File: src/hdl/fgc_pkg.sv
// package: register map, field layout, reset values and timing for the fan and io config bank
package fgc_pkg;
  // clock and tach measurement timebase
  localparam int CLK_HZ = 100_000_000;
  localparam int TACH_BASE_HZ = 22_500;
  localparam int TACH_BASE_CYCLES = CLK_HZ / TACH_BASE_HZ;

  // register indices; byte address is four times the index
  localparam logic [5:0] IDX_CONFIG_ONE = 6'h00;
  localparam logic [5:0] IDX_TACH_PRESCALE_UPPER = 6'h03;
  localparam logic [5:0] IDX_FAN_DAC_LEVEL = 6'h04;
  localparam logic [5:0] IDX_FAN_PULSE_DUTY = 6'h05;
  localparam logic [5:0] IDX_FACTORY_STORE_ONE = 6'h06;
  localparam logic [5:0] IDX_MISC_CONFIG_THREE = 6'h07;
  localparam logic [5:0] IDX_IO_LINES_0_3 = 6'h08;
  localparam logic [5:0] IDX_IO_LINES_4_7 = 6'h09;
  localparam logic [5:0] IDX_IO_LINES_8_11 = 6'h0a;
  localparam logic [5:0] IDX_IO_STATUS = 6'h20;
  localparam logic [5:0] IDX_IO_DRIVE = 6'h21;

  // reset values
  localparam logic [7:0] RST_CONFIG_ONE = 8'h00;
  localparam logic [7:0] RST_TACH_PRESCALE = 8'h55;
  localparam logic [7:0] RST_DAC_LEVEL = 8'hff;
  localparam logic [7:0] RST_PULSE_DUTY = 8'hff;
  localparam logic [7:0] RST_FACTORY = 8'h00;
  localparam logic [7:0] RST_MISC_THREE = 8'h00;
  localparam logic [7:0] RST_IO_CONFIG = 8'h00;
  localparam logic [12:0] RST_IO_DRIVE = 13'h0000;

  // field positions
  localparam int CFG1_DAC_AUTO_BIT = 5;
  localparam int CFG1_PWM_AUTO_BIT = 6;
  localparam int CFG1_SOFT_RESET_BIT = 7;
  localparam int MISC_IO16_SELECT_BIT = 0;
  localparam int MISC_INTRUSION_CLEAR_BIT = 1;
  localparam int MISC_REF_SELECT_BIT = 2;
  localparam int MISC_IO16_DIR_BIT = 6;
  localparam int MISC_IO16_POL_BIT = 7;
  localparam logic [7:0] MISC_WRITABLE_MASK = 8'hc7;
  localparam logic [7:0] DUTY_WRITABLE_MASK = 8'hf0;
  localparam int DUTY_LSB = 4;
  localparam int DAC_MIN_LSB = 4;

  // io lines: 0..11 plus line 16 in slot 12
  localparam int IO_LINES = 13;
  localparam int IO_LINE16_SLOT = 12;
  localparam int IO_CFG_REGS = 3;
  localparam int TACH_CHANNELS = 4;

  // pwm period runs steps 0..14, fifteen steps per period
  localparam logic [3:0] PWM_LAST_STEP = 4'he;

  // avalon-mm request, byte addressed
  typedef struct packed {
    logic read;
    logic write;
    logic [7:0] address;
    logic [31:0] writedata;
    logic [3:0] byteenable;
  } fgc_av_req_t;
endpackage

File: src/hdl/fgc_fan_io_regs.sv
// fan prescaler, dac, pwm and general io configuration bank with avalon-mm slave
`timescale 1ns/1ps
module fgc_fan_io_regs #(
  parameter int TACH_BASE_CYCLES = fgc_pkg::TACH_BASE_CYCLES
) (
  // clock and reset
  input wire logic clk,
  input wire logic srst,
  // avalon-mm slave
  input fgc_pkg::fgc_av_req_t avReq,
  output logic [31:0] avReadData,
  output logic avWaitRequest,
  // automatic fan control requests from temperature logic
  input wire logic [7:0] autoDacLevel,
  input wire logic [3:0] autoPwmCode,
  input wire logic overtempAlarm,
  // fan outputs
  output logic [3:0] tachTick,
  output logic [7:0] dacLevel,
  output logic pwmOut,
  // misc controls
  output logic refSelect,
  output logic intrusionLatchClear,
  // io pins, slot 12 is the alarm pin unless switched to io
  input wire logic [12:0] ioIn,
  output logic [12:0] ioOut,
  output logic [12:0] ioOe
);

  // apply a line's polarity: active low lines are inverted
  function automatic logic applyPolarity(input logic level, input logic activeHigh);
    applyPolarity = activeHigh ? level : ~level;
  endfunction

  // byte address match for a register index
  function automatic logic regHit(input logic [7:0] addr, input logic [5:0] idx);
    regHit = (addr == {idx, 2'b00});
  endfunction

  // divide-by-2^code mask for the shared divider counter
  function automatic logic [2:0] divMask(input logic [1:0] code);
    case (code)
      2'b00: divMask = 3'h0;
      2'b01: divMask = 3'h1;
      2'b10: divMask = 3'h3;
      default: divMask = 3'h7;
    endcase
  endfunction

  // declared ahead of the storage array whose depth it sets
  localparam int IO_CFG_REGS = fgc_pkg::IO_CFG_REGS;
  logic [7:0] configOne_r;
  logic [7:0] tachPrescale_r;
  logic [7:0] dacLevelReg_r;
  logic [7:0] pulseDuty_r;
  logic [7:0] factoryStore_r;
  logic [7:0] miscThree_r;
  logic [7:0] ioCfg_r [IO_CFG_REGS];
  logic [12:0] ioDrive_r;
  logic [12:0] ioDir;
  logic [12:0] ioPol;
  logic [12:0] ioAsserted_r;
  logic busWrite;
  logic softReset;
  logic regClear;
  logic [15:0] baseCnt_r;
  logic baseTick;
  logic [2:0] divCnt_r;
  logic [3:0] pwmStep_r;
  logic [3:0] dacMin;
  logic [3:0] pwmCode;
  logic [7:0] dacNxt;
  logic [31:0] readNxt;

  // a write commits only at the edge where waitrequest is seen low
  assign busWrite = avReq.write && !avWaitRequest && avReq.byteenable[0];
  assign softReset = busWrite && regHit(avReq.address, fgc_pkg::IDX_CONFIG_ONE)
    && avReq.writedata[fgc_pkg::CFG1_SOFT_RESET_BIT];
  assign regClear = srst || softReset;

  // bus handshake: one wait cycle, then the answer cycle
  always_ff @(posedge clk) begin
    if (srst) begin
      avWaitRequest <= 1'b1;
    end else if ((avReq.read || avReq.write) && avWaitRequest) begin
      avWaitRequest <= 1'b0;
    end else begin
      avWaitRequest <= 1'b1;
    end
  end

  // config one: auto enables; soft reset bit never stays set
  always_ff @(posedge clk) begin
    if (regClear) begin
      configOne_r <= fgc_pkg::RST_CONFIG_ONE;
    end else if (busWrite && regHit(avReq.address, fgc_pkg::IDX_CONFIG_ONE)) begin
      configOne_r <= avReq.writedata[7:0];
    end
  end

  // tach prescaler register, four two-bit fields
  always_ff @(posedge clk) begin
    if (regClear) begin
      tachPrescale_r <= fgc_pkg::RST_TACH_PRESCALE;
    end else if (busWrite && regHit(avReq.address, fgc_pkg::IDX_TACH_PRESCALE_UPPER)) begin
      tachPrescale_r <= avReq.writedata[7:0];
    end
  end

  // dac level register
  always_ff @(posedge clk) begin
    if (regClear) begin
      dacLevelReg_r <= fgc_pkg::RST_DAC_LEVEL;
    end else if (busWrite && regHit(avReq.address, fgc_pkg::IDX_FAN_DAC_LEVEL)) begin
      dacLevelReg_r <= avReq.writedata[7:0];
    end
  end

  // pwm duty register; low nibble is not stored and reads zero
  always_ff @(posedge clk) begin
    if (regClear) begin
      pulseDuty_r <= fgc_pkg::RST_PULSE_DUTY & fgc_pkg::DUTY_WRITABLE_MASK;
    end else if (busWrite && regHit(avReq.address, fgc_pkg::IDX_FAN_PULSE_DUTY)) begin
      pulseDuty_r <= avReq.writedata[7:0] & fgc_pkg::DUTY_WRITABLE_MASK;
    end
  end

  // factory store: plain storage, software is expected to leave it alone
  always_ff @(posedge clk) begin
    if (regClear) begin
      factoryStore_r <= fgc_pkg::RST_FACTORY;
    end else if (busWrite && regHit(avReq.address, fgc_pkg::IDX_FACTORY_STORE_ONE)) begin
      factoryStore_r <= avReq.writedata[7:0];
    end
  end

  // misc config three; bits 5-3 are never stored
  always_ff @(posedge clk) begin
    if (regClear) begin
      miscThree_r <= fgc_pkg::RST_MISC_THREE;
    end else if (busWrite && regHit(avReq.address, fgc_pkg::IDX_MISC_CONFIG_THREE)) begin
      miscThree_r <= avReq.writedata[7:0] & fgc_pkg::MISC_WRITABLE_MASK;
    end
  end

  // io config registers 0x08..0x0a, one per group of four lines
  generate
    for (genvar g = 0; g < IO_CFG_REGS; g++) begin : gIoCfg
      always_ff @(posedge clk) begin
        if (regClear) begin
          ioCfg_r[g] <= fgc_pkg::RST_IO_CONFIG;
        end else if (busWrite
            && regHit(avReq.address, fgc_pkg::IDX_IO_LINES_0_3 + 6'(g))) begin
          ioCfg_r[g] <= avReq.writedata[7:0];
        end
      end
    end
  endgenerate

  // io drive register: asserted state software wants on output lines
  always_ff @(posedge clk) begin
    if (regClear) begin
      ioDrive_r <= fgc_pkg::RST_IO_DRIVE;
    end else if (busWrite && regHit(avReq.address, fgc_pkg::IDX_IO_DRIVE)) begin
      ioDrive_r <= avReq.writedata[12:0];
    end
  end

  // unpack direction and polarity per line
  generate
    for (genvar n = 0; n < 12; n++) begin : gIoUnpack
      assign ioDir[n] = ioCfg_r[n / 4][2 * (n % 4)];
      assign ioPol[n] = ioCfg_r[n / 4][2 * (n % 4) + 1];
    end
  endgenerate
  assign ioDir[fgc_pkg::IO_LINE16_SLOT] = miscThree_r[fgc_pkg::MISC_IO16_DIR_BIT];
  assign ioPol[fgc_pkg::IO_LINE16_SLOT] = miscThree_r[fgc_pkg::MISC_IO16_POL_BIT];

  // io pin drive; slot 12 is the alarm output unless switched to io
  generate
    for (genvar n = 0; n < fgc_pkg::IO_LINES; n++) begin : gIoPin
      always_ff @(posedge clk) begin
        if (srst) begin
          ioOut[n] <= 1'b0;
          ioOe[n] <= 1'b0;
          ioAsserted_r[n] <= 1'b0;
        end else if (n == fgc_pkg::IO_LINE16_SLOT
            && !miscThree_r[fgc_pkg::MISC_IO16_SELECT_BIT]) begin
          ioOut[n] <= 1'b0; // alarm pulls low, open drain
          ioOe[n] <= overtempAlarm;
          ioAsserted_r[n] <= 1'b0;
        end else begin
          ioOut[n] <= applyPolarity(ioDrive_r[n], ioPol[n]);
          ioOe[n] <= ioDir[n];
          ioAsserted_r[n] <= applyPolarity(ioIn[n], ioPol[n]);
        end
      end
    end
  endgenerate

  // read mux, sampled in the wait cycle so data stand with waitrequest low
  always_comb begin
    readNxt = 32'h0000_0000;
    case (avReq.address)
      {fgc_pkg::IDX_CONFIG_ONE, 2'b00}: readNxt[7:0] = configOne_r;
      {fgc_pkg::IDX_TACH_PRESCALE_UPPER, 2'b00}: readNxt[7:0] = tachPrescale_r;
      {fgc_pkg::IDX_FAN_DAC_LEVEL, 2'b00}: readNxt[7:0] = dacLevelReg_r;
      {fgc_pkg::IDX_FAN_PULSE_DUTY, 2'b00}: readNxt[7:0] = pulseDuty_r;
      {fgc_pkg::IDX_FACTORY_STORE_ONE, 2'b00}: readNxt[7:0] = factoryStore_r;
      {fgc_pkg::IDX_MISC_CONFIG_THREE, 2'b00}: readNxt[7:0] = miscThree_r;
      {fgc_pkg::IDX_IO_LINES_0_3, 2'b00}: readNxt[7:0] = ioCfg_r[0];
      {fgc_pkg::IDX_IO_LINES_4_7, 2'b00}: readNxt[7:0] = ioCfg_r[1];
      {fgc_pkg::IDX_IO_LINES_8_11, 2'b00}: readNxt[7:0] = ioCfg_r[2];
      {fgc_pkg::IDX_IO_STATUS, 2'b00}: readNxt[12:0] = ioAsserted_r;
      {fgc_pkg::IDX_IO_DRIVE, 2'b00}: readNxt[12:0] = ioDrive_r;
      default: readNxt = 32'h0000_0000; // unmapped reads return zero
    endcase
  end

  // read data register
  always_ff @(posedge clk) begin
    if (srst) begin
      avReadData <= 32'h0000_0000;
    end else if (avReq.read && avWaitRequest) begin
      avReadData <= readNxt;
    end
  end

  // tach timebase: one tick per 22.5 kHz period
  assign baseTick = (baseCnt_r == 16'(TACH_BASE_CYCLES - 1));
  always_ff @(posedge clk) begin
    if (srst) begin
      baseCnt_r <= 16'h0000;
    end else if (baseTick) begin
      baseCnt_r <= 16'h0000;
    end else begin
      baseCnt_r <= baseCnt_r + 16'h0001;
    end
  end

  // shared divider count; channels pick 1 of 1,2,4 or 8 base ticks
  always_ff @(posedge clk) begin
    if (srst) begin
      divCnt_r <= 3'h0;
    end else if (baseTick) begin
      divCnt_r <= divCnt_r + 3'h1;
    end
  end

  // per-channel measurement tick pulses
  generate
    for (genvar c = 0; c < fgc_pkg::TACH_CHANNELS; c++) begin : gTach
      always_ff @(posedge clk) begin
        if (srst) begin
          tachTick[c] <= 1'b0;
        end else begin
          tachTick[c] <= baseTick
            && ((divCnt_r & divMask(tachPrescale_r[2 * c +: 2])) == 3'h0);
        end
      end
    end
  endgenerate

  // dac: direct in normal mode, floor of upper nibble in automatic mode
  assign dacMin = dacLevelReg_r[fgc_pkg::DAC_MIN_LSB +: 4];
  always_comb begin
    if (!configOne_r[fgc_pkg::CFG1_DAC_AUTO_BIT]) begin
      dacNxt = dacLevelReg_r;
    end else if (autoDacLevel < {dacMin, 4'h0}) begin
      dacNxt = {dacMin, 4'h0};
    end else begin
      dacNxt = autoDacLevel;
    end
  end

  // dac output register
  always_ff @(posedge clk) begin
    if (srst) begin
      dacLevel <= fgc_pkg::RST_DAC_LEVEL;
    end else begin
      dacLevel <= dacNxt;
    end
  end

  // pwm code: register value, or automatic request held above the floor
  always_comb begin
    pwmCode = pulseDuty_r[fgc_pkg::DUTY_LSB +: 4];
    if (configOne_r[fgc_pkg::CFG1_PWM_AUTO_BIT] && autoPwmCode > pwmCode) begin
      pwmCode = autoPwmCode;
    end
  end

  // fifteen-step period: code n is high for n of 15 steps, so 15 is always on
  always_ff @(posedge clk) begin
    if (srst) begin
      pwmStep_r <= 4'h0;
    end else if (pwmStep_r == fgc_pkg::PWM_LAST_STEP) begin
      pwmStep_r <= 4'h0;
    end else begin
      pwmStep_r <= pwmStep_r + 4'h1;
    end
  end

  // pwm output register
  always_ff @(posedge clk) begin
    if (srst) begin
      pwmOut <= 1'b0;
    end else begin
      pwmOut <= (pwmStep_r < pwmCode);
    end
  end

  // misc level outputs
  always_ff @(posedge clk) begin
    if (srst) begin
      refSelect <= 1'b0;
      intrusionLatchClear <= 1'b0;
    end else begin
      refSelect <= miscThree_r[fgc_pkg::MISC_REF_SELECT_BIT];
      intrusionLatchClear <= miscThree_r[fgc_pkg::MISC_INTRUSION_CLEAR_BIT];
    end
  end

endmodule

File: config.mk
export PLATFORM = sky130hd
export DESIGN_NAME = fgc_fan_io_regs
export DESIGN_NICKNAME = d
export VERILOG_FILES = /design/src/hdl/fgc_pkg.sv /design/src/hdl/fgc_fan_io_regs.sv
export SDC_FILE = /design/constraint.sdc
export NUM_CORES = 1
export LEC_CHECK = 0
export BUFFER_PORTS_ARGS = -buffer_cell sky130_fd_sc_hd__buf_2
export CORE_AREA = 8 8 156 158
export DETAILED_ROUTE_END_ITERATION = 8
export DIE_AREA = 0 0 164 166
export GPL_TIMING_DRIVEN = 0
export SYNTH_ARGS = -nofsm -noshare
export SYNTH_HDL_FRONTEND = slang
export SYNTH_SLANG_ARGS = --single-unit
File: constraint.sdc
create_clock -name clk -period 3.15 [get_ports clk]
set_clock_uncertainty 0.2 [all_clocks]
set_input_delay 0.63 -clock clk [delete_from_list [all_inputs] [get_ports clk]]
set_output_delay 0.63 -clock clk [all_outputs]
set_load 0.05 [all_outputs]
==> impl_metrics.toml <==
[run_status]
status = "finished clean"

[critical_path]
end_kind = "register"
slowest_stage = "nor4_1"
cp_num_buf_inv = 2
crit_chain = "buf_2, nor4_1, a41oi_1, clkbuf_1, o21ai_1"
critPathMaxStageDelay_ns = 0.79
arrival_ns = 2.66
crit_type = "in2reg"
cp.required_ns = 3.01
start_kind = "input pin"
r2r_cells = 10
crit_family = "simple AND/OR/NAND/NOR gates"
crit_cells = 5
critPathMaxFanout = 10

[yosys]
ys.flop_type = "dfxtp_1"
avgSynthCellArea_sq_um = 9.240
synth_top_family_by_area = "simple AND/OR/NAND/NOR gates"
muxShareOfSynthArea_pct = 2.446
synth_compound_area_share_pct = 13.23
async_reset_ff_share_pct = 0
synth_warnings = 0
syn_inst = 814
yosysSeqAreaShare_pct = 48.18
synth_xor_area_share_pct = 4.891
synthSimpleGateAreaFrac_pct = 23.29
syn-cell-area_sq_um = 7521
synth-edff-count = 24
post_synth_num_cell_types = 65
synth_adder_area_share_pct = 2.329
ys_ff_latch = 169

[grt]
overflow = 0
grt_pass1_vias = 6178
grt_start_max_net_pins = 17
grt_usage_pct = 16.93
grt_pass1_wl_microns = 35330
antenna_found_initial = 0

[clocking]
h-tree-depth = 4
cts_buffers = 17
ctsHoldBuffers = 0
root_buffer = "clkbuf_16"
cts_tree = "done"
cts.path.max_buffers = 2
clkSinkCount = 169
clkSlewWorstSetupHoldPaths_ns = 0.07
clk_latency_ns = 0.43

[floorplan]
ioPinCount = 148
dieArea_sq_um = 27220
fp.coreArea_sq_um = 22090
start_util_pct = 34.05
die_w_microns = 164
std_cell_rows = 55
die_h_microns = 166

[hold_path]
hold_class = "in2reg"
hold_depth = 2

[place]
port_buffers = 98
dp_hpwl_microns = 17250
routabilityCongestion = 0.9231
placed_area_sq_um = 8436

[cells_and_area]
mostFrequentLayoutCell = "dfxtp_1"
final_cell_mix = "dfxtp_1, buf_2, nand2_1"
n_antenna_cell = 0
nets = 1037
post-route-util_pct = 40.85
drive_above_1_share_pct = 18.81
synthToLayoutAreaGrowth_pct = 19.98
final_cell_area_sq_um = 9024

[routing]
via_per_inst = 5.087
postRouteAntennaNets = 0
wl_per_cell_microns = 18.43
wl_microns = 22990
first_iter_violations = 528
vias = 6343
first_pass_iters = 5
route.detailed.drc = 0

[sta]
fmax_ghz = 0.3572
relSlewSlack_pct = 29.56
setup_viol = 0
maxSlewViolCount = 0
period_minus_slack_ns = 2.800
worst_pin_slew_ns = 1.042
finalHoldViolCount = 0
rsz0062_at_grt = "false"
finalCritPeriodShare_pct = 88.88

[run]
maxCapViolations = 0

[power]
p_leak_nw = 3.743
max-vdd-ir-drop_mv = 0.2602
total_power_mw = 4.786
p_per_area_nw_per_um2 = 530.3
-- Yosys cell counts, drive strengths merged, types with 11 or more instances --
cell	count	area, sq um
ha	14	175.2
inv	15	56.30
nor2b	23	143.9
a21oi	43	215.2
and2	25	156.4
o21ai	17	96.35
dfxtp	145	2903
nand3	50	250.2
buf	38	274.0
nor2	87	345.3
edfxtp	24	720.7
nand2	103	394.1
clkbuf	24	90.09
a22oi	30	225.2
mux2i	15	150.1
xor2	33	289.0
o211ai	11	82.58
-- cell families (layout without fill, tap and decap cells) --
group | Yosys count | in the layout
xor gates and xnor gates | 42 | 42
DFF | 169 | 169
AOI/OAI and AO/OA | 146 | 146
muxes | 18 | 18
buffers and inverters | 77 | 207
and+or+nand+nor | 347 | 347
other | 1 | 19
adders and majority gates | 14 | 14
-- where the power goes --
| part | switching (mW) | internal, mW |
|---|---|---|
| sequential | 0.0284 | 2.23 |
| clock | 0.938 | 1.15 |
| combinational | 0.316 | 0.122 |
-- final timing paths --
check	startpoint	end	slack, ns
min	avReq[45]	avWaitRequest$_SDFF_PP1_	0.21
min reg2reg	avWaitRequest$_SDFF_PP1_	avWaitRequest$_SDFF_PP1_	0.25
max	avReq[37]	ioCfg_r[1][5]$_SDFFCE_PN0P_	0.35
max reg2reg	pulseDuty_r[5]$_SDFFE_PP1P_	pwmOut$_SDFF_PP0_	0.35
-- area by class of cell --
class / instances / area (sq um)
Sequential cell: 169 / 3623
Buffer: 62 / 364.1
Timing Repair Buffer: 98 / 490.5
Multi-Input combinational cell: 586 / 3545
Tap cell: 285 / 356.6
Fill cell: 2233 / 13070
Clock inverter: 12 / 98.84
Clock buffer: 20 / 489.2
Inverter: 15 / 56.30
-- worst register-to-register path: cells and delay by family (launching register included) --
family | cells | cell delay (ns)
adders and majority gates | 2 | 0.51
and+or+nand+nor | 3 | 0.77
DFF | 1 | 0.38
buffers and inverters | 1 | 0.09
AOI/OAI and AO/OA | 4 | 0.81
-- layer usage --
layer	vias to the layer above	GRT usage [%]	wire length, microns
met4	0	6.406	525
li1	3095	-	-
met1	2989	22.74	10310
met2	232	25.58	10370
met5	-	0	0
met3	27	4.313	1779
-- metrics by stage --
stage	worst slack (ns)	hold WS, ns	setup TNS [ns]	cells
global route	0.08478	0.1931	0	1247
finish	0.3504	0.2061	0	1247
CTS	0.1310	0.1861	0	1247
floorplan	0.3977	0.2176	0	832
detailed placement	-0.2420	0.2335	-4.872	1215
global placement	-0.2204	0.2221	-3.937	1215
-- timing repair --
action,in CTS,in global routing
endpoints found under the setup margin,0,24
buffers inserted,0,0
gates resized for setup,0,3
hold endpoints to repair,0,0
-- state kept, by name (all words and copies together), names as in the netlist --
name	count
ioDrive_r	13
dacLevel	8
tachTick	4
ioOut	13
avReadData	13
tachPrescale_r	8
pulseDuty_r	4
factoryStore_r	8
configOne_r	8
dacLevelReg_r	8
baseCnt_r	16
pwmOut	1
ioOe	13
ioCfg_r	24
divCnt_r	3
intrusionLatchClear	1
avWaitRequest	1
miscThree_r	5
refSelect	1
pwmStep_r	4
ioAsserted_r	13
(Power assumes the default switching activity.)
